<file path="src/prmc_pkg.sv">
package prmc_pkg;
  localparam int unsigned CLK_MHZ    = 100;
  localparam int unsigned START_MS   = 1000;
  localparam int unsigned PF_ALLOW_MS = 10;
  localparam int unsigned WDT_MS     = 200;
  localparam int unsigned CYC_PER_MS = 1000 * CLK_MHZ;
  // Register byte offsets
  localparam logic [7:0] OFS_CTRL   = 8'h00;
  localparam logic [7:0] OFS_STATUS = 8'h04;
  localparam logic [7:0] OFS_OUTIMG = 8'h08;
  localparam logic [7:0] OFS_CMD    = 8'h0C;
  localparam logic [7:0] OFS_EXTOUT = 8'h10;
  // Control fields
  localparam int CTL_MODE_LO = 0;
  localparam int CTL_OUTMODE = 2;
  localparam int CTL_SFC     = 3;
  // Command bits, write one to act
  localparam int CMD_STEP = 0;
  localparam int CMD_LCLR = 1;
  localparam int CMD_ACLR = 2;
  localparam int CMD_WCLR = 3;
  localparam int OUT_W = 16;
  localparam logic [3:0] CTRL_RST = 4'h1;

  typedef enum logic [1:0] {
    OP_RUN   = 2'b00,
    OP_STOP  = 2'b01,
    OP_PAUSE = 2'b10,
    OP_STEP  = 2'b11
  } prmc_op_t;

  typedef enum logic [2:0] {
    ST_INIT  = 3'b000,
    ST_STOP  = 3'b001,
    ST_START = 3'b010,
    ST_RUN   = 3'b011,
    ST_DRAIN = 3'b100,
    ST_PAUSE = 3'b101,
    ST_STEP  = 3'b110,
    ST_PFAIL = 3'b111
  } prmc_state_t;

  // Key switch positions
  typedef struct packed {
    logic run;
    logic stop;
    logic rst;
    logic lclr;
  } prmc_key_t;

  // Data area clear strobes
  typedef struct packed {
    logic general;
    logic latch_a;
    logic latch_b;
    logic fault;
  } prmc_clr_t;
endpackage

</file>
<file path="src/prmc_ctrl.sv">
// Decided for this implementation: the APB slave port and the address map.
`timescale 1ns/1ns
`default_nettype none
module prmc_ctrl #(
  parameter int unsigned START_CYC = prmc_pkg::START_MS * prmc_pkg::CYC_PER_MS,
  parameter int unsigned PF_CYC    = prmc_pkg::PF_ALLOW_MS * prmc_pkg::CYC_PER_MS,
  parameter int unsigned WDT_CYC   = prmc_pkg::WDT_MS * prmc_pkg::CYC_PER_MS
) (
  // Clock and reset
  input  wire logic                        pclk,
  input  wire logic                        presetn,
  // APB slave
  input  wire logic                        psel,
  input  wire logic                        penable,
  input  wire logic                        pwrite,
  input  wire logic [7:0]                  paddr,
  input  wire logic [31:0]                 pwdata,
  output logic [31:0]                      prdata,
  output logic                             pready,
  output logic                             pslverr,
  // Key switch, supply and program engine
  input  wire prmc_pkg::prmc_key_t         key,
  input  wire logic                        pf_detect,
  input  wire logic                        supply_ok,
  input  wire logic                        scan_end,
  // Control towards engine and I/O
  output logic [1:0]                       op_mode,
  output logic                             exec_en,
  output logic                             restart,
  output logic                             step_go,
  output logic                             timer_en,
  output logic                             io_refresh_en,
  output logic [prmc_pkg::OUT_W-1:0]       ext_out,
  output prmc_pkg::prmc_clr_t              clr,
  output logic                             init_io,
  output logic                             prep,
  output logic                             save_file,
  output logic                             sys_save,
  output logic                             wdt_err
);
  import prmc_pkg::*;

  prmc_state_t        state_reg, state_next, ret_reg;
  logic [3:0]         ctrl_reg;
  logic [OUT_W-1:0]   img_reg, saved_reg, ext_reg;
  logic [31:0]        cnt_reg, wdt_reg;
  logic               first_reg, wdt_err_reg;
  logic               pready_reg, pslverr_reg;
  logic [31:0]        prdata_reg;
  prmc_clr_t          clr_reg;
  logic               restart_reg, step_reg, init_reg, prep_reg;
  logic               save_reg, sys_reg;

  // Bus decode
  wire       acc     = psel & penable & ~pready_reg;
  wire       wr      = acc & pwrite;
  wire       hit_ctl = paddr == OFS_CTRL;
  wire       hit_st  = paddr == OFS_STATUS;
  wire       hit_img = paddr == OFS_OUTIMG;
  wire       hit_cmd = paddr == OFS_CMD;
  wire       hit_ext = paddr == OFS_EXTOUT;
  wire       mapped  = hit_ctl | hit_st | hit_img | hit_cmd | hit_ext;
  wire       cmd_wr  = wr & hit_cmd;
  wire       wdt_clr = cmd_wr & pwdata[CMD_WCLR];
  wire       cmd_stp = cmd_wr & pwdata[CMD_STEP];
  wire       rem_lc  = cmd_wr & pwdata[CMD_LCLR];
  wire       rem_ac  = cmd_wr & pwdata[CMD_ACLR];
  wire [1:0] rem_mode = ctrl_reg[CTL_MODE_LO +: 2];

  // Key stop and a watchdog fault beat the remote request
  wire       wdt_hit = (wdt_reg == WDT_CYC - 1);
  wire       force_stop = key.stop | ~key.run | wdt_err_reg | wdt_hit;
  wire [1:0] des = force_stop ? OP_STOP : rem_mode;

  // Program owns the output image only while executing
  wire img_ok = (state_reg == ST_RUN) | (state_reg == ST_DRAIN)
              | (state_reg == ST_STEP);
  wire pf_in   = pf_detect & (state_reg != ST_PFAIL) & (state_reg != ST_INIT);
  wire pf_long = cnt_reg >= PF_CYC;
  wire start_done = cnt_reg >= START_CYC - 1;
  wire enter_stop = (state_next == ST_STOP) & (state_reg != ST_STOP);
  wire enter_run  = (state_next == ST_RUN) & (state_reg == ST_START);
  wire enter_init = state_next == ST_INIT;

  // Outage entry reports the status being left, not a stale return point
  prmc_state_t        ret_now;
  assign ret_now = pf_in ? state_reg : ret_reg;

  // Return point passed in, so every caller sees it change
  function automatic prmc_op_t mode_of(input prmc_state_t s, input prmc_state_t r);
    unique case (s)
      ST_RUN, ST_DRAIN, ST_START: mode_of = OP_RUN;
      ST_PAUSE:                   mode_of = OP_PAUSE;
      ST_STEP:                    mode_of = OP_STEP;
      ST_INIT, ST_STOP:           mode_of = OP_STOP;
      ST_PFAIL:                   mode_of = mode_of_ret(r);
    endcase
  endfunction

  function automatic prmc_op_t mode_of_ret(input prmc_state_t s);
    unique case (s)
      ST_PAUSE:                   mode_of_ret = OP_PAUSE;
      ST_STEP:                    mode_of_ret = OP_STEP;
      ST_STOP, ST_INIT, ST_PFAIL: mode_of_ret = OP_STOP;
      ST_RUN, ST_DRAIN, ST_START: mode_of_ret = OP_RUN;
    endcase
  endfunction

  // Next state; one state active at a time
  always_comb begin
    state_next = state_reg;
    unique case (state_reg)
      ST_INIT:  state_next = ST_STOP;
      ST_STOP:  if (des != OP_STOP) state_next = ST_START;
      ST_START: begin
        if (des == OP_STOP) state_next = ST_STOP;
        else if (start_done) state_next = ST_RUN;
      end
      ST_RUN: begin
        if (wdt_hit | wdt_err_reg) state_next = ST_STOP;
        else if (des == OP_STOP) state_next = ST_DRAIN;
        else if (des == OP_PAUSE) state_next = ST_PAUSE;
        else if (des == OP_STEP) state_next = ST_STEP;
      end
      ST_DRAIN: if (scan_end | wdt_hit) state_next = ST_STOP;
      ST_PAUSE, ST_STEP: begin
        if (des == OP_STOP) state_next = ST_STOP;
        else if (des == OP_RUN) state_next = ST_RUN;
        else if (des == OP_PAUSE) state_next = ST_PAUSE;
        else state_next = ST_STEP;
      end
      ST_PFAIL: if (supply_ok) begin
        // A watchdog trip during the outage must not resume execution
        if (pf_long) state_next = ST_INIT;
        else if (wdt_hit | wdt_err_reg) state_next = ST_STOP;
        else state_next = ret_reg;
      end
    endcase
    if (pf_in) state_next = ST_PFAIL;
    if (key.rst) state_next = ST_INIT;
  end

  // State, return point and shared counter
  always_ff @(posedge pclk or negedge presetn) begin
    if (!presetn) begin
      state_reg <= ST_INIT;
      ret_reg   <= ST_STOP;
      cnt_reg   <= 32'h0000_0000;
    end else begin
      state_reg <= state_next;
      if (pf_in) ret_reg <= state_reg;
      if (state_next != state_reg) cnt_reg <= 32'h0000_0000;
      else if (~&cnt_reg) cnt_reg <= cnt_reg + 32'h0000_0001;
    end
  end

  // Watchdog runs on through an outage, so outage time adds to the scan
  always_ff @(posedge pclk or negedge presetn) begin
    if (!presetn) begin
      wdt_reg     <= 32'h0000_0000;
      wdt_err_reg <= 1'b0;
    end else begin
      if (scan_end | ~(img_ok | (state_reg == ST_PFAIL)) | wdt_hit)
        wdt_reg <= 32'h0000_0000;
      else
        wdt_reg <= wdt_reg + 32'h0000_0001;
      if (wdt_hit) wdt_err_reg <= 1'b1; // Set wins over clear
      else if (wdt_clr) wdt_err_reg <= 1'b0;
    end
  end

  // Control and output image registers
  always_ff @(posedge pclk or negedge presetn) begin
    if (!presetn) begin
      ctrl_reg <= CTRL_RST;
      img_reg  <= '0;
    end else begin
      if (wr & hit_ctl) ctrl_reg <= pwdata[3:0];
      if (enter_run) img_reg <= saved_reg;
      else if (wr & hit_img & img_ok) img_reg <= pwdata[OUT_W-1:0];
      else if (enter_init) img_reg <= '0;
    end
  end

  // External outputs: saved and forced off at stop, held in pause and outage
  always_ff @(posedge pclk or negedge presetn) begin
    if (!presetn) begin
      ext_reg   <= '0;
      saved_reg <= '0;
      first_reg <= 1'b0;
    end else if (enter_init) begin
      ext_reg   <= '0;
      saved_reg <= '0;
    end else if (enter_stop) begin
      saved_reg <= img_reg;
      ext_reg   <= '0;
    end else if (enter_run) begin
      // Mode bit set: hold outputs off until the first scan ends
      ext_reg   <= ctrl_reg[CTL_OUTMODE] ? '0 : saved_reg;
      first_reg <= ctrl_reg[CTL_OUTMODE];
    end else if (pf_in) begin
      // Outage freezes the points at once, even mid-scan
      ext_reg   <= ext_reg;
    end else if ((state_reg == ST_RUN) | (state_reg == ST_DRAIN)) begin
      if (scan_end) first_reg <= 1'b0;
      if (!first_reg | scan_end) ext_reg <= img_reg;
    end else if ((state_reg == ST_STEP) & step_reg) begin
      ext_reg <= img_reg;
    end
  end

  // Strobes towards engine and memory, one cycle long except those that follow a held key.rst or key.lclr
  always_ff @(posedge pclk or negedge presetn) begin
    if (!presetn) begin
      restart_reg <= 1'b0;
      step_reg    <= 1'b0;
      init_reg    <= 1'b0;
      prep_reg    <= 1'b0;
      save_reg    <= 1'b0;
      sys_reg     <= 1'b0;
      clr_reg     <= '0;
    end else begin
      restart_reg <= enter_run | (state_reg == ST_RUN & scan_end);
      step_reg    <= cmd_stp & (state_reg == ST_STEP);
      init_reg    <= enter_init;
      prep_reg    <= enter_init | ((state_reg == ST_STOP) & (state_next == ST_START));
      save_reg    <= pf_in;
      sys_reg     <= pf_in & ctrl_reg[CTL_SFC];
      clr_reg.general <= enter_init | rem_ac;
      clr_reg.latch_a <= key.lclr | rem_lc | rem_ac;
      clr_reg.latch_b <= rem_ac;
      clr_reg.fault   <= key.lclr | rem_lc;
    end
  end

  // Read data mux; unmapped addresses answer with an error
  wire [31:0] rd_mux =
      hit_ctl ? {28'h0, ctrl_reg}
    : hit_st  ? {26'h0, state_reg, wdt_err_reg, mode_of(state_reg, ret_reg)}
    : hit_img ? {16'h0, img_reg}
    : hit_ext ? {16'h0, ext_reg}
    : 32'h0000_0000;

  // One wait state per transfer keeps read data a flop output
  always_ff @(posedge pclk or negedge presetn) begin
    if (!presetn) begin
      pready_reg  <= 1'b0;
      pslverr_reg <= 1'b0;
      prdata_reg  <= 32'h0000_0000;
    end else begin
      pready_reg  <= acc;
      pslverr_reg <= acc & ~mapped;
      prdata_reg  <= (acc & ~pwrite) ? rd_mux : 32'h0000_0000;
    end
  end

  // Output drive, all from flops
  always_ff @(posedge pclk or negedge presetn) begin
    if (!presetn) begin
      op_mode       <= OP_STOP;
      exec_en       <= 1'b0;
      timer_en      <= 1'b0;
      io_refresh_en <= 1'b0;
    end else begin
      op_mode  <= mode_of(state_next, ret_now);
      exec_en  <= (state_next == ST_RUN) | (state_next == ST_DRAIN);
      // Timers keep counting through a short outage
      timer_en <= (state_next == ST_RUN) | (state_next == ST_DRAIN)
                | (state_next == ST_PFAIL);
      io_refresh_en <= (state_next != ST_INIT) & (state_next != ST_PFAIL);
    end
  end

  assign prdata    = prdata_reg;
  assign pready    = pready_reg;
  assign pslverr   = pslverr_reg;
  assign restart   = restart_reg;
  assign step_go   = step_reg;
  assign ext_out   = ext_reg;
  assign clr       = clr_reg;
  assign init_io   = init_reg;
  assign prep      = prep_reg;
  assign save_file = save_reg;
  assign sys_save  = sys_reg;
  assign wdt_err   = wdt_err_reg;

  // Checks
  property p_stop_off;
    @(posedge pclk) disable iff (!presetn)
      (state_reg == ST_STOP) |-> (ext_reg == '0);
  endproperty
  a_stop_off: assert property (p_stop_off) else $error("outputs on in stop");

  property p_drain;
    @(posedge pclk) disable iff (!presetn)
      (state_reg == ST_DRAIN && !scan_end && !wdt_hit && !pf_in && !key.rst)
      |=> (state_reg == ST_DRAIN) && exec_en;
  endproperty
  a_drain: assert property (p_drain) else $error("stopped before scan end");

  property p_restart;
    @(posedge pclk) disable iff (!presetn)
      (state_reg == ST_START && state_next == ST_RUN) |=> restart_reg ##0 exec_en;
  endproperty
  a_restart: assert property (p_restart) else $error("no restart at run entry");

  property p_pause_hold;
    @(posedge pclk) disable iff (!presetn)
      (state_reg == ST_PAUSE) [*2] |-> $stable(ext_reg) && !exec_en;
  endproperty
  a_pause_hold: assert property (p_pause_hold) else $error("pause not holding");

  property p_pf_save;
    @(posedge pclk) disable iff (!presetn)
      (pf_in && !key.rst) |=> save_reg && (sys_reg == $past(ctrl_reg[CTL_SFC]))
      && $stable(ext_reg) && timer_en;
  endproperty
  a_pf_save: assert property (p_pf_save) else $error("outage entry wrong");

  property p_reset_clear;
    @(posedge pclk) disable iff (!presetn)
      (key.rst && !rem_ac) |=> clr_reg.general && !clr_reg.latch_b && init_reg;
  endproperty
  a_reset_clear: assert property (p_reset_clear) else $error("reset clear wrong");

  property p_lclr;
    @(posedge pclk) disable iff (!presetn)
      (key.lclr && !rem_ac) |=> clr_reg.latch_a && clr_reg.fault && !clr_reg.latch_b;
  endproperty
  a_lclr: assert property (p_lclr) else $error("latch clear wrong");

  property p_prep;
    @(posedge pclk) disable iff (!presetn)
      (state_reg == ST_STOP && state_next == ST_START) |=> prep_reg && !init_reg;
  endproperty
  a_prep: assert property (p_prep) else $error("stop to run prep wrong");

  property p_wdt;
    @(posedge pclk) disable iff (!presetn)
      wdt_hit |=> wdt_err_reg && (state_reg != ST_RUN);
  endproperty
  a_wdt: assert property (p_wdt) else $error("watchdog not latched");

  property p_start_idle;
    @(posedge pclk) disable iff (!presetn)
      (state_reg == ST_START) |-> !exec_en;
  endproperty
  a_start_idle: assert property (p_start_idle) else $error("exec in start delay");

  property p_scan_wrap;
    @(posedge pclk) disable iff (!presetn)
      (state_reg == ST_RUN && scan_end && state_next == ST_RUN) |=> restart_reg && exec_en;
  endproperty
  a_scan_wrap: assert property (p_scan_wrap) else $error("no wrap to step 0");

  property p_run_out;
    @(posedge pclk) disable iff (!presetn)
      (state_reg == ST_START && state_next == ST_RUN)
      |=> ext_reg == ($past(ctrl_reg[CTL_OUTMODE]) ? {OUT_W{1'b0}} : $past(saved_reg));
  endproperty
  a_run_out: assert property (p_run_out) else $error("run entry outputs wrong");

  property p_step_hold;
    @(posedge pclk) disable iff (!presetn)
      (state_reg == ST_STEP && state_next == ST_STEP && !step_reg)
      |=> $stable(ext_reg) && !exec_en;
  endproperty
  a_step_hold: assert property (p_step_hold) else $error("step not holding");

  property p_refresh;
    @(posedge pclk) disable iff (!presetn)
      (state_reg inside {ST_RUN, ST_STOP, ST_PAUSE} && !pf_in && !key.rst) |=> io_refresh_en;
  endproperty
  a_refresh: assert property (p_refresh) else $error("refresh stopped");

  property p_pf_resume;
    @(posedge pclk) disable iff (!presetn)
      (state_reg == ST_PFAIL && supply_ok && !pf_long && !wdt_hit && !wdt_err_reg && !key.rst)
      |=> state_reg == $past(ret_reg);
  endproperty
  a_pf_resume: assert property (p_pf_resume) else $error("no resume after outage");

  property p_pf_long;
    @(posedge pclk) disable iff (!presetn)
      (state_reg == ST_PFAIL && supply_ok && pf_long) |=> init_reg && clr_reg.general;
  endproperty
  a_pf_long: assert property (p_pf_long) else $error("long outage no restart");

endmodule // prmc_ctrl
`default_nettype wire

</file>
<file path="config.mk">
export PLATFORM = sky130hd
export DESIGN_NAME = prmc_ctrl
export DESIGN_NICKNAME = d
export VERILOG_FILES = /design/src/prmc_pkg.sv /design/src/prmc_ctrl.sv
export SDC_FILE = /design/constraint.sdc
export NUM_CORES = 1
export LEC_CHECK = 0
export BUFFER_PORTS_ARGS = -buffer_cell sky130_fd_sc_hd__buf_2
export CAP_MARGIN = 20
export CELL_PAD_IN_SITES_DETAIL_PLACEMENT = 0
export CELL_PAD_IN_SITES_GLOBAL_PLACEMENT = 1
export CORE_MARGIN = 5
export CORE_UTILIZATION = 25
export CTS_BUF_LIST = sky130_fd_sc_hd__clkbuf_4 sky130_fd_sc_hd__clkbuf_8
export DETAILED_ROUTE_END_ITERATION = 10
export PLACE_DENSITY = 0.62
export SETUP_SLACK_MARGIN = 0.2
export SYNTH_ARGS = -nofsm -noshare
export SYNTH_HDL_FRONTEND = slang
export SYNTH_SLANG_ARGS = --single-unit
</file>
<file path="constraint.sdc">
create_clock -name pclk -period 3.6 [get_ports pclk]
set_clock_uncertainty 0.2 [all_clocks]
set_input_delay 0 -clock pclk [delete_from_list [all_inputs] [get_ports pclk]]
set_output_delay 0 -clock pclk [all_outputs]
set_load 0.01 [all_outputs]
</file>
## Word level (Yosys, flattened, before mapping)

Memories as Yosys holds them, arrays and structs flattened.
Index checks and enable logic that the tools add are counted.
Widths: inputs -> output; s select.

| word-level totals | value |
|---|---|
| register bits | 157 |
| bits in read-only memories | 32 |
| input port bits | 52 |
| output and inout bits | 66 |
| logic and storage cells | 185 |
| memories kept | 2 |

Memory list:

| name | words | bits a word | read ports | clocked after memory_dff | wr ports | line | text |
|---|---|---|---|---|---|---|---|
| (name not given) | 8 | 2 | 1 | 0 | 0 | prmc_ctrl.sv:101 | `unique case (s)` |
| (name not given) | 8 | 2 | 1 | 0 | 0 | prmc_ctrl.sv:101 |  |

| operators by class | value |
|---|---|
| $add $sub $neg | 2 |
| $lt $le $gt $ge | 2 |
| eq/ne operators | 31 |
| muxes and demuxes | 48 |
| bitwise logic cells | 52 |
| reductions and logical operators | 21 |

Operators with widths:

| operator | number |
|---|---|
| $mux 16 | 18 |
| $mux 32 | 3 |
| $add 32x1->32 const B | 2 |
| $mux 3 | 16 |
| $eq 32x25->1 const B | 1 |
| $ge 32x20->1 const B | 1 |
| $ge 32x27->1 const B | 1 |
| $reduce_and 32->1 | 1 |
| $eq 3x3->1 const B | 8 |
| $and 1x1->1 | 23 |
| $or 1x1->1 | 22 |
| $pmux 3 s7 | 1 |
| $pmux 2 s5 | 2 |
| $eq 8x4->1 const B | 2 |
| $eq 3x2->1 const B | 4 |
| $reduce_bool 3->1 | 3 |
| $eq 8x3->1 const B | 1 |
| $eq 8x5->1 const B | 1 |
| $logic_not 8->1 | 1 |
| $reduce_bool 2->1 | 4 |
| $not 1->1 | 7 |
| $eq 3x1->1 const B | 2 |
| $logic_not 3->1 | 2 |
| $mux 1 | 6 |
| 17 further kinds | 24 |

## Logic depth before layout (Yosys ltp)

Gate-level depths: netlist of the first run.

| depth | value |
|---|---|
| word-level depth | 18 |
| gate-level depth with buffers | 18 |
| mapped depth without buffers | 15 |

## Worst setup path before layout of the first run

No wires, ideal clock.

| timing path | value |
|---|---|
| path type | reg2reg |
| start point | reg wdt_reg[14] |
| end point | reg img_reg[3] |
| setup time | 0.118 ns |
| data arrival time | 3.652 ns |
| data required time | 3.282 ns |
| slack | -0.370 ns |
| cell stages (with the launch flop) | 16 |
| path buffers | 2 |
| clock period less this slack | 3.970 ns |
| path through | dfrtp_1 -> or4b_1 -> or4_4 -> o21ba_1 -> and2_1 -> ha_1 -> and2_1 -> o21ai_0 -> nand2_1 -> o22a_1 -> nor2b_4 -> and3_4 -> buf_6 -> buf_4 -> a22o_1 -> a21o_1 |

| on the way | value |
|---|---|
| cells in the longest elaborated chain, start to end | 14 |
| elaborated cells between the ends (all ways) | 31 |
| classes of those cells | eq/ne (6); mux (18); bitwise (4); reduce/logical (3) |

RTL lines:

| item | line | text |
|---|---|---|
| from (decl) | prmc_ctrl.sv:46 | `logic [31:0] cnt_reg, wdt_reg;` |
| from (signal assigned) | prmc_ctrl.sv:166 | `wdt_reg <= wdt_reg + 32'h0000_0001;` |
| $eq 32x25->1 * | prmc_ctrl.sv:71 | `wire wdt_hit = (wdt_reg == WDT_CYC - 1);` |
| $or 1x1->1 | prmc_ctrl.sv:72 | `wire force_stop = key.stop \| ~key.run \| wdt_err_reg \| wdt_hit;` |
| $mux 2 | prmc_ctrl.sv:73 | `wire [1:0] des = force_stop ? OP_STOP : rem_mode;` |
| $eq 2x2->1 | prmc_ctrl.sv:123 | `else if (des == OP_STEP) state_next = ST_STEP;` |
| $mux 3 | prmc_ctrl.sv:123 |  |
| $mux 3 | prmc_ctrl.sv:122 | `else if (des == OP_PAUSE) state_next = ST_PAUSE;` |
| $mux 3 | prmc_ctrl.sv:121 | `else if (des == OP_STOP) state_next = ST_DRAIN;` |
| $mux 3 | prmc_ctrl.sv:120 | `if (wdt_hit \| wdt_err_reg) state_next = ST_STOP;` |
| $pmux 3 s7 * | prmc_ctrl.sv:112 | `unique case (state_reg)` |
| $mux 3 * | prmc_ctrl.sv:139 | `if (pf_in) state_next = ST_PFAIL;` |
| $mux 3 * | prmc_ctrl.sv:140 | `if (key.rst) state_next = ST_INIT;` |
| $eq 3x2->1 | prmc_ctrl.sv:82 | `wire enter_run = (state_next == ST_RUN) & (state_reg == ST_START);` |
| $and 1x1->1 | prmc_ctrl.sv:82 |  |
| $reduce_bool 3->1 (no source line) / $mux 16 (equally long branches) | n/a |  |
| to (signal assigned) | prmc_ctrl.sv:179 | `if (enter_run) img_reg <= saved_reg;` |
| to (signal assigned) | prmc_ctrl.sv:180 | `else if (wr & hit_img & img_ok) img_reg <= pwdata[OUT_W-1:0];` |
| to (decl) | prmc_ctrl.sv:45 | `logic [OUT_W-1:0] img_reg, saved_reg, ext_reg;` |

Every way passes the cells marked *; elsewhere a longest branch is shown, timed or not.
A chain may end at the register's enable or synchronous reset.

## Worst setup path in the final report of the first run

| timing path | value |
|---|---|
| start point | reg wdt_reg[17] |
| end point | reg img_reg[10] |

The elaborated chain is that of the path after synthesis.

==> impl_metrics.env, run 1 <==
export IMPL_grt_pass1_vias=6925
export IMPL_busiest_layer="met2"
export IMPL_die_h_um=191
export IMPL_cts_tree="done"
export IMPL_hold_viol_final=18
export IMPL_area_growth_synth_to_final_pct=31.6
export IMPL_cts_path_max_buffers=2
export IMPL_worstSetupEndpointType="register"
export IMPL_synth_enable_flop_cells=0
export IMPL_grt_util_met3_pct=2.47
export IMPL_hpwl_um=17500
export IMPL_clock_sinks=157
export IMPL_drt_total_wl_um=25400
export IMPL_num_vias=6927
export IMPL_route_detailed_drc=0
export IMPL_grt_first_pass_wirelength_um=39500
export IMPL_globalRouteMet2Util_pct=20.8
export IMPL_launch_point_of_the_critical_path="wdt_reg[17]"
export IMPL_via_per_inst=4.66
export IMPL_setup_violations=85
export IMPL_num_antenna_cells=0
export IMPL_rr_worst_depth=14
export IMPL_synth_ff_type="sky130_fd_sc_hd__dfrtp_1"
export IMPL_critical_path_max_stage_delay_ps=530
export IMPL_synth_cells=837
export IMPL_cp_num_cells=14
export IMPL_synth_warnings=0
export IMPL_row_count=66
export IMPL_reg2reg_launch_point="wdt_reg[17]"
export IMPL_place_port_buffers=85
export IMPL_pin_count=118
export IMPL_start_kind="register"
export IMPL_min_period_ps=3920
export IMPL_syn_avg_cell_area_um2=9.79
export IMPL_yosysTopAreaCellShare_pct=47.0
export IMPL_clk_root_buffer_cell="sky130_fd_sc_hd__clkbuf_8"
export IMPL_power_density_cell_area_nw_per_um2=328
export IMPL_setup_worst_path_end="img_reg[10]"
export IMPL_finalCoreUtilization_pct=33.2
export IMPL_hold_class="primary input to async pin"
export IMPL_met1_routing_resource_usage_after_global_routing_pct=20.0
export IMPL_synth_area_leader_cell="sky130_fd_sc_hd__dfrtp_1"
export IMPL_post_route_total_power_mw=3.53
export IMPL_weighted_congestion_reported_at_the_end_of_routability_driven_placement=0.825
export IMPL_final_layout_size_suffix_gt1_share_pct=26.9
export IMPL_grt_overflow_total=0
export IMPL_wl_per_cell_um=17.1
export IMPL_irDropWorstVdd_uv=245
export IMPL_crit_buf_inv=2
export IMPL_cpMaxStageDelayCell="sky130_fd_sc_hd__or4b_1"
export IMPL_ys_top_cells_by_area="sky130_fd_sc_hd__dfrtp_1, sky130_fd_sc_hd__nor2_1, sky130_fd_sc_hd__xnor2_1"
export IMPL_arrival_ps=4090
export IMPL_drt_first_pass_iters=5
export IMPL_timing_max_transition_violations_final=0
export IMPL_ys_types=78
export IMPL_clk_pin_slew_worst_paths_ps=100
export IMPL_synth_ff_latch_count=157
export IMPL_fp_dieArea_um2=36500
export IMPL_clock_insertion_delay_worst_skew_ps=480
export IMPL_max_cap_violations=0
export IMPL_hold_worst_slack_ps=-17.0
export IMPL_r2r_setup_slack_ps=-320
export IMPL_worst_slew_pin_slew_ps=892
export IMPL_grt_util_all_layers_pct=13.7
export IMPL_worst_slack_ps=-319
export IMPL_critical_path_cell_by_cell="or4b_1, or4_4, o21ba_4, and2_4, inv_4, ha_4, o21ai_1, a31oi_1, o21ai_2, o41a_4, and3_4, buf_12, a22o_1, a21o_1"
export IMPL_max_clock_freq_mhz=255
export IMPL_final_period_utilization_pct=109
export IMPL_core_area_um2=32500
export IMPL_floorplan_initialDensity_pct=25.2
export IMPL_die_width_um=191
export IMPL_finalNetCount=1089
export IMPL_grt_antenna_before_repair=0
export IMPL_drt_antenna_violating_nets=0
export IMPL_cp_required_ps=3770
export IMPL_cts_htree_levels=4
export IMPL_synth_async_reset_ratio_pct=100
export IMPL_grt_setup_unrepaired="true"
export IMPL_critical_path_top_delay_family="simple AND/OR/NAND/NOR gates"
export IMPL_synth_sequential_area_ratio_pct=48.0
export IMPL_result_of_the_run="finished with violations"
export IMPL_cts_buffers=17
export IMPL_timing_max_slew_rel_slack_pct=40.5
export IMPL_failed_checks="negative hold slack, negative setup slack"
export IMPL_critPathMaxFanout=12
export IMPL_syn_area_um2=8190
export IMPL_crit_reg2reg_capture="img_reg[10]"
export IMPL_criticalPathCategory="register to register"
export IMPL_dr_first_iter_drc_count=418
export IMPL_grt_start_max_net_pins=91
export IMPL_p_leak_nw=4.66
how the worst min path moves through the flow:
stage	end	slack, ps	cells past startpoint
after floorplan	clr[0]	-500	0
after global placement	wdt_reg[29]	-30	1
after detailed placement	wdt_reg[29]	-40	1
after CTS	wdt_reg[8]	4	2
after global routing	wdt_reg[8]	30	2
final	wdt_reg[11]	-20	2
layer usage:
layer	wire length [um]	vias to the layer above	share of wire, %
met3	888	22	3.5
met1	12500	3430	49
met2	11600	144	46
met4	344	0	1.4
li1	-	3331	-
met5	0	-	0
power breakdown:
group / leakage (nW) / internal, mW / total, mW / switching, mW
logic: 2.32 / 0.176 / 0.418 / 0.242
registers: 2.15 / 1.79 / 1.81 / 0.0193
clock network: 0.184 / 0.567 / 1.31 / 0.744
cells by family (layout without fill, tap and decap cells):
logic type               count (synthesis)  count (layout)  synth area share (%)
AO/OA/AOI/OAI                          145             145                  13.6
XOR/XNOR                                63              63                  6.73
adder cells (fa/ha/maj)                  6               6                 0.916
buffers and inverters                   75             267                  5.02
flip-flops                             157             157                  48.0
multiplexers                            26              26                  3.27
other                                    1              16                0.0458
AND/OR/NAND/NOR                        364             364                  22.4
final cells by class:
| class | count | area, um2 |
|---|---|---|
| fill | 3325 | 21700 |
| clock buffer | 18 | 241 |
| sequential | 157 | 3930 |
| multi-input combinational | 620 | 4140 |
| inverter | 20 | 77.6 |
| clock inverter | 14 | 136 |
| timing repair buffer | 215 | 1700 |
| tap | 442 | 553 |
placed cells by master, fill, tap and decap left out, types with 6 or more instances in the layout:
cell                            instances
sky130_fd_sc_hd__a21o_1                17
sky130_fd_sc_hd__a21oi_1               12
sky130_fd_sc_hd__a22o_1                17
sky130_fd_sc_hd__a22oi_1               26
sky130_fd_sc_hd__a31oi_1               19
sky130_fd_sc_hd__and3_1                 7
sky130_fd_sc_hd__buf_12                 8
sky130_fd_sc_hd__buf_2                 85
sky130_fd_sc_hd__buf_4                 77
sky130_fd_sc_hd__buf_6                  6
sky130_fd_sc_hd__clkbuf_8              17
sky130_fd_sc_hd__conb_1                16
sky130_fd_sc_hd__dfrtp_1              154
sky130_fd_sc_hd__dlygate4sd3_1         34
sky130_fd_sc_hd__inv_1                 17
sky130_fd_sc_hd__mux2_2                 6
sky130_fd_sc_hd__mux2i_1               19
sky130_fd_sc_hd__nand2_1               53
sky130_fd_sc_hd__nand2b_1               8
sky130_fd_sc_hd__nand3_1               35
sky130_fd_sc_hd__nand3b_1              21
sky130_fd_sc_hd__nand4_1               15
sky130_fd_sc_hd__nor2_1               129
sky130_fd_sc_hd__nor2_2                 7
sky130_fd_sc_hd__nor3_1                20
sky130_fd_sc_hd__nor4_1                 9
sky130_fd_sc_hd__o21ai_0                6
sky130_fd_sc_hd__or3_1                  7
sky130_fd_sc_hd__xnor2_1               39
sky130_fd_sc_hd__xor2_1                24
cell usage after synthesis, types with 7 or more instances:
cell and n:
sky130_fd_sc_hd__mux2i_1 20, sky130_fd_sc_hd__a31oi_1 19, sky130_fd_sc_hd__or3_1 7, sky130_fd_sc_hd__nor3_1 22, sky130_fd_sc_hd__buf_2 7, sky130_fd_sc_hd__clkbuf_1 21
sky130_fd_sc_hd__inv_1 19, sky130_fd_sc_hd__xor2_1 24, sky130_fd_sc_hd__dfrtp_1 154, sky130_fd_sc_hd__nand3b_1 21, sky130_fd_sc_hd__nand3_1 38, sky130_fd_sc_hd__xnor2_1 39
sky130_fd_sc_hd__nand2b_1 8, sky130_fd_sc_hd__buf_4 20, sky130_fd_sc_hd__a21oi_1 13, sky130_fd_sc_hd__nor4_1 9, sky130_fd_sc_hd__nand2_1 56, sky130_fd_sc_hd__nand4_1 15
sky130_fd_sc_hd__nor2_1 139, sky130_fd_sc_hd__a22oi_1 26, sky130_fd_sc_hd__o21ai_0 10, sky130_fd_sc_hd__and3_1 7, sky130_fd_sc_hd__a21o_1 17, sky130_fd_sc_hd__a22o_1 17
through the flow:
step,std cells,TNS (ps),setup slack (ps),instance area (um2)
6_report,1486,-17580,-319,10800
5_1_grt,1486,-27670,-414,10800
4_1_cts,1479,-17810,-281,10600
3_5_place_dp,1405,-20390,-347,9650
3_3_place_gp,1405,-15350,-269,9650
2_1_floorplan,852,-10380,-255,8380
repair_timing:
action	4_1_cts	5_1_grt
pin swaps	10	11
hold buffers	34	0
resized for setup	20	30
gates cloned	4	2
hold endpoints to repair	169	0
endpoints found under the setup margin	91	92
buffers inserted	4	5
No activity file was read; power rests on OpenSTA's default activity.
==> run 2, diff against run 1 <==
- HOLD_SLACK_MARGIN: default -> 0.05
==> run 2 against run 1 <==
Against the previous run:
- total power barely moved
- worst setup slack got worse by 9.3 ps
- first-iteration DRC count fell by 5.5%
- clock-buffer cell count did not move
- the run ends with negative setup slack left
- non-clock buffer count rose by 4
- sequential cell count did not move
- cell count rose by 0.27%
- sequential share of layout area fell by 0.14 points
==> impl_metrics.env, run 2 (synthesis results as in run 1) <==
export IMPL_grt_overflow_total=0
export IMPL_irDropWorstVdd_uv=245
export IMPL_criticalPathCategory="register to register"
export IMPL_reg2reg_launch_point="wdt_reg[17]"
export IMPL_power_density_cell_area_nw_per_um2=327
export IMPL_hpwl_um=17500
export IMPL_final_setup_tns_ps=-18320
export IMPL_place_port_buffers=85
export IMPL_post_route_total_power_mw=3.54
export IMPL_timing_max_transition_violations_final=0
export IMPL_most_common_layout_cells="sky130_fd_sc_hd__dfrtp_1, sky130_fd_sc_hd__nor2_1, sky130_fd_sc_hd__buf_2, sky130_fd_sc_hd__buf_4, sky130_fd_sc_hd__nand2_1"
export IMPL_min_period_ps=3930
export IMPL_worst_slack_ps=-328
export IMPL_p_leak_nw=4.68
export IMPL_placed_cells_incl_taps=1405
export IMPL_worstSetupEndpointType="register"
export IMPL_finalCoreUtilization_pct=33.4
export IMPL_failed_checks="negative setup slack"
export IMPL_dr_first_iter_drc_count=395
export IMPL_start_kind="register"
export IMPL_finalNetCount=1093
export IMPL_arrival_ps=4090
export IMPL_area_growth_synth_to_final_pct=32.1
export IMPL_drt_total_wl_um=25400
export IMPL_num_vias=6906
export IMPL_drt_antenna_violating_nets=0
export IMPL_die_h_um=191
export IMPL_clock_insertion_delay_worst_skew_ps=480
export IMPL_grt_antenna_before_repair=0
export IMPL_hold_class="primary input to register"
export IMPL_grt_util_all_layers_pct=13.7
export IMPL_core_area_um2=32500
export IMPL_final_common_cell="sky130_fd_sc_hd__dfrtp_1"
export IMPL_route_layer_met1_wl_um=12500
export IMPL_finalNonFillerCells=1490
export IMPL_via_per_inst=4.63
export IMPL_grt_pass1_vias=6945
export IMPL_max_cap_violations=0
export IMPL_clock_sinks=157
export IMPL_weighted_congestion_reported_at_the_end_of_routability_driven_placement=0.825
export IMPL_clk_root_buffer_cell="sky130_fd_sc_hd__clkbuf_8"
export IMPL_cts_tree="done"
export IMPL_max_clock_freq_mhz=255
export IMPL_hold_viol_final=0
export IMPL_final_layout_size_suffix_gt1_share_pct=26.8
export IMPL_hold_path_startpoint="paddr[6]"
export IMPL_clk_pin_slew_worst_paths_ps=90
export IMPL_pin_count=118
export IMPL_fp_dieArea_um2=36500
export IMPL_cp_required_ps=3770
export IMPL_cts_htree_levels=4
export IMPL_launch_point_of_the_critical_path="wdt_reg[17]"
export IMPL_result_of_the_run="finished with violations"
export IMPL_cts_path_max_buffers=2
export IMPL_critPathMaxFanout=12
export IMPL_grt_first_pass_wirelength_um=39500
export IMPL_grt_start_max_net_pins=91
export IMPL_routed_top_layer="met4"
export IMPL_wl_per_cell_um=17.1
export IMPL_die_width_um=191
export IMPL_timing_max_slew_rel_slack_pct=40.6
export IMPL_row_count=66
export IMPL_num_antenna_cells=0
export IMPL_final_period_utilization_pct=109
export IMPL_floorplan_initialDensity_pct=25.2
export IMPL_wl_met2_um=11600
export IMPL_worst_slew_pin_slew_ps=891
export IMPL_cts_buffers=17
export IMPL_grt_setup_unrepaired="true"
export IMPL_route_detailed_drc=0
export IMPL_detail_route_met3_wl_um=1020
export IMPL_drt_first_pass_iters=5
export IMPL_setup_violations=85
## run 2: cell types whose count changed in the layout (fill, tap and decap cells not counted), sizes merged
cell and delta:
dlygate4sd3 +4
## run 2: worst paths after layout
kind,end,slack [ps],cells past startpoint
min in group asynchronous,wdt_reg[11],520,3
max reg2reg,img_reg[7],-330,14
min,pslverr,110,5
max in group asynchronous,img_reg[9],1680,4
max,img_reg[7],-330,14
min reg2reg,first_reg,320,1
## run 2: critical path, cell delays in order (launching register included)
cell	delay (ps)
sky130_fd_sc_hd__dfrtp_1	390
sky130_fd_sc_hd__or4b_1	530
sky130_fd_sc_hd__or4_4	510
sky130_fd_sc_hd__o21ba_4	210
sky130_fd_sc_hd__and2_4	160
sky130_fd_sc_hd__inv_4	70
sky130_fd_sc_hd__ha_4	120
sky130_fd_sc_hd__o21ai_1	60
sky130_fd_sc_hd__a31oi_1	190
sky130_fd_sc_hd__o21ai_2	120
sky130_fd_sc_hd__o41a_4	480
sky130_fd_sc_hd__and3_4	250
sky130_fd_sc_hd__buf_12	160
sky130_fd_sc_hd__a22o_1	220
sky130_fd_sc_hd__a21o_1	150
## run 2: layer usage
metal | global-route usage, % | vias to the layer above
li1 | - | 3337
met1 | 19.8 | 3403
met2 | 20.8 | 145
met3 | 2.79 | 21
met4 | 4.09 | 0
met5 | 0 | -
## run 2: what timing repair did
action / CTS / global route
setup endpoints to repair: 91 / 92
hold endpoints to repair: 180 / 0
hold buffers: 38 / 0
gates resized for setup: 20 / 30
buffers inserted: 4 / 5
cloned: 4 / 2
pin swaps: 10 / 11
## run 2: power by group
part	switching [mW]	internal [mW]	leakage [nW]	total, mW
sequential	0.0190	1.79	2.15	1.81
clock	0.744	0.566	0.184	1.31
combinational	0.243	0.178	2.34	0.421
total	1.01	2.53	4.68	3.54
## run 2: stage by stage
step | instance area, um2 | hold WS, ps | setup slack (ps)
after floorplan | 8380 | -496 | -255
after global placement | 9650 | -35.0 | -269
after detailed placement | 9650 | -35.7 | -347
after CTS | 10600 | 86.2 | -281
after global routing | 10800 | 92.8 | -414
final | 10800 | 106 | -328
## run 2: cell type report
class | instances | area, um2
clock buffers | 18 | 241
clock inverters | 14 | 136
fillers | 3325 | 21600
inverters | 20 | 77.6
multi-input cells | 620 | 4140
flip-flops and latches | 157 | 3930
well taps | 442 | 553
repair buffers | 219 | 1740
==> run 3, diff against run 2 <==
- CORE_UTILIZATION: 25 -> 30
- PLACE_DENSITY: 0.62 -> 0.7
==> run 3 against run 2 <==
Against the previous run:
- the run still ends with negative setup slack left
- critical endpoint is now first_reg
- die area fell by 16%
- non-clock buffer count rose by 8
- critical path depth rose by 1
- largest cell class unchanged
- via count rose by 2.3%
- clock-buffer cell count rose by 3
- total power rose by 4.3%
- wire length fell by 3.3%
==> impl_metrics.env, run 3 (synthesis results as in run 1) <==
export IMPL_cell_internal_pwr_mw=2.72
export IMPL_fp_dieArea_um2=30700
export IMPL_finalNetCount=1101
export IMPL_worst_slack_ps=-310
export IMPL_hold_worst_slack_ps=134
export IMPL_switching_share_pct=26.2
export IMPL_route_detailed_drc=0
export IMPL_timing_max_slew_rel_slack_pct=52.0
export IMPL_cp_required_ps=3750
export IMPL_max_cap_violations=0
export IMPL_die_h_um=175
export IMPL_irDropWorstVdd_uv=199
export IMPL_critPathMaxFanout=3
export IMPL_critical_path_cell_by_cell="or4b_1, or4_4, o21ba_4, and2_4, ha_4, and2_4, o21ai_4, nand4_1, o32ai_4, buf_6, buf_6, buf_6, a31o_4, a211o_1, a22o_1"
export IMPL_timing_max_transition_violations_final=0
export IMPL_place_port_buffers=85
export IMPL_floorplan_initialDensity_pct=30.4
export IMPL_area_growth_synth_to_final_pct=34.2
export IMPL_cts_tree="done"
export IMPL_setup_violations=90
export IMPL_wl_met2_um=11300
export IMPL_max_clock_freq_mhz=256
export IMPL_seq_power_share_pct=49.1
export IMPL_routed_top_layer="met4"
export IMPL_cts_path_max_buffers=2
export IMPL_cpMaxStageDelayCell="sky130_fd_sc_hd__or4b_1"
export IMPL_weighted_congestion_reported_at_the_end_of_routability_driven_placement=0.839
export IMPL_finalCoreUtilization_pct=40.8
export IMPL_wl_per_cell_um=17.6
export IMPL_result_of_the_run="finished with violations"
export IMPL_power_frac_comb_pct=11.6
export IMPL_core_area_um2=27000
export IMPL_critPathMostFrequentCell="sky130_fd_sc_hd__buf_6"
export IMPL_most_common_layout_cells="sky130_fd_sc_hd__dfrtp_1, sky130_fd_sc_hd__nor2_1, sky130_fd_sc_hd__buf_2, sky130_fd_sc_hd__buf_4, sky130_fd_sc_hd__nand2_1"
export IMPL_arrival_ps=4060
export IMPL_start_kind="register"
export IMPL_dr_first_iter_drc_count=486
export IMPL_grt_util_all_layers_pct=15.8
export IMPL_drt_antenna_violating_nets=0
export IMPL_cts_htree_levels=4
export IMPL_grt_start_max_net_pins=72
export IMPL_critical_path_max_stage_delay_ps=530
export IMPL_clk_root_buffer_cell="sky130_fd_sc_hd__clkbuf_8"
export IMPL_criticalPathCategory="register to register"
export IMPL_hold_viol_final=0
export IMPL_drt_first_pass_iters=5
export IMPL_cts_buffers=17
export IMPL_worst_slew_pin_slew_ps=719
export IMPL_grt_setup_unrepaired="true"
export IMPL_pin_count=118
export IMPL_grt_first_pass_wirelength_um=39000
export IMPL_via_per_inst=5.06
export IMPL_route_layer_met1_wl_um=11600
export IMPL_die_width_um=175
export IMPL_worstSetupEndpointType="register"
export IMPL_min_period_ps=3910
export IMPL_num_vias=7067
export IMPL_grt_antenna_before_repair=0
export IMPL_grt_overflow_total=0
export IMPL_final_common_cell="sky130_fd_sc_hd__dfrtp_1"
export IMPL_clock_sinks=157
export IMPL_detail_route_met3_wl_um=1350
export IMPL_grt_pass1_vias=7059
export IMPL_final_period_utilization_pct=109
export IMPL_hpwl_um=16700
export IMPL_hold_class="primary input to register"
export IMPL_clock_insertion_delay_worst_skew_ps=460
export IMPL_failed_checks="negative setup slack"
export IMPL_clk_pin_slew_worst_paths_ps=90
export IMPL_p_leak_nw=4.80
export IMPL_row_count=60
export IMPL_final_layout_size_suffix_gt1_share_pct=28.2
export IMPL_power_density_cell_area_nw_per_um2=336
export IMPL_power_share_clock_pct=39.4
export IMPL_drt_total_wl_um=24600
export IMPL_p_sw_uw=967
run 3: cell types whose count changed in the layout (fill, tap and decap cells not counted), sizes merged:
cell,before,now
clkinv,6,5
inv,24,21
clkbuf,20,24
buf,179,187
dlygate4sd3,38,37
bufinv,1,3
diode,0,1
clkinvlp,3,2
run 3: area by class of cell:
class                           count  area (um2)
Fill cell                        2627       16000
Multi-Input combinational cell    620        4210
Sequential cell                   157        3930
Timing Repair Buffer              227        1910
Tap cell                          341         427
Clock buffer                       21         277
Clock inverter                     11         158
Inverter                           20        77.6
Antenna cell                        1        2.50
run 3: stage by stage:
step	setup TNS (ps)	area (um2)	power [mW]	std cells	setup slack [ps]
2_1_floorplan	-10380	8380	2.05	852	-255
4_1_cts	-15520	10700	3.71	1385	-261
6_report	-17370	11000	3.69	1398	-310
3_3_place_gp	-15150	9530	2.19	1303	-253
3_5_place_dp	-20190	9530	2.19	1303	-332
5_1_grt	-27330	11000	3.85	1397	-396
run 3: critical path, delay by kind of cell (launching register included):
family / cells / cell delay [ps]
AO/OA/AOI/OAI: 6 / 1100
buffers and inverters: 3 / 380
AND/OR/NAND/NOR: 5 / 1500
adder cells (fa/ha/maj): 1 / 250
flip-flops: 1 / 390
run 3: worst paths after layout:
path	endpoint	depth (start not counted)	slack (ps)	start
max	first_reg	15	-310	wdt_reg[14]
min	prdata[9]	6	130	paddr[6]
max reg2reg	first_reg	15	-310	wdt_reg[14]
min reg2reg	first_reg	1	310	first_reg
max in group asynchronous	saved_reg[2]	4	2080	presetn
min in group asynchronous	img_reg[1]	3	390	presetn
run 3: power groups by stage:
stage               Combinational (mW)  Sequential (mW)  Clock [mW]
global route                     0.465             1.81        1.57
CTS                              0.404             1.81        1.50
detailed placement               0.342             1.84           0
finish                           0.427             1.81        1.45
global placement                 0.341             1.84           0
floorplan                        0.211             1.84           0
run 3: per-layer routing:
layer,GRT usage [%],vias up
met2,24.5,201
met1,23.3,3484
met5,0,-
li1,-,3362
met3,2.35,20
met4,4.12,0
run 3: what timing repair did:
item	4_1_cts	5_1_grt
gates resized for setup	31	40
hold buffers	38	0
gates cloned	4	3
buffers inserted	8	8
hold endpoints to repair	171	0
endpoints found under the setup margin	91	92
pin swaps	12	31
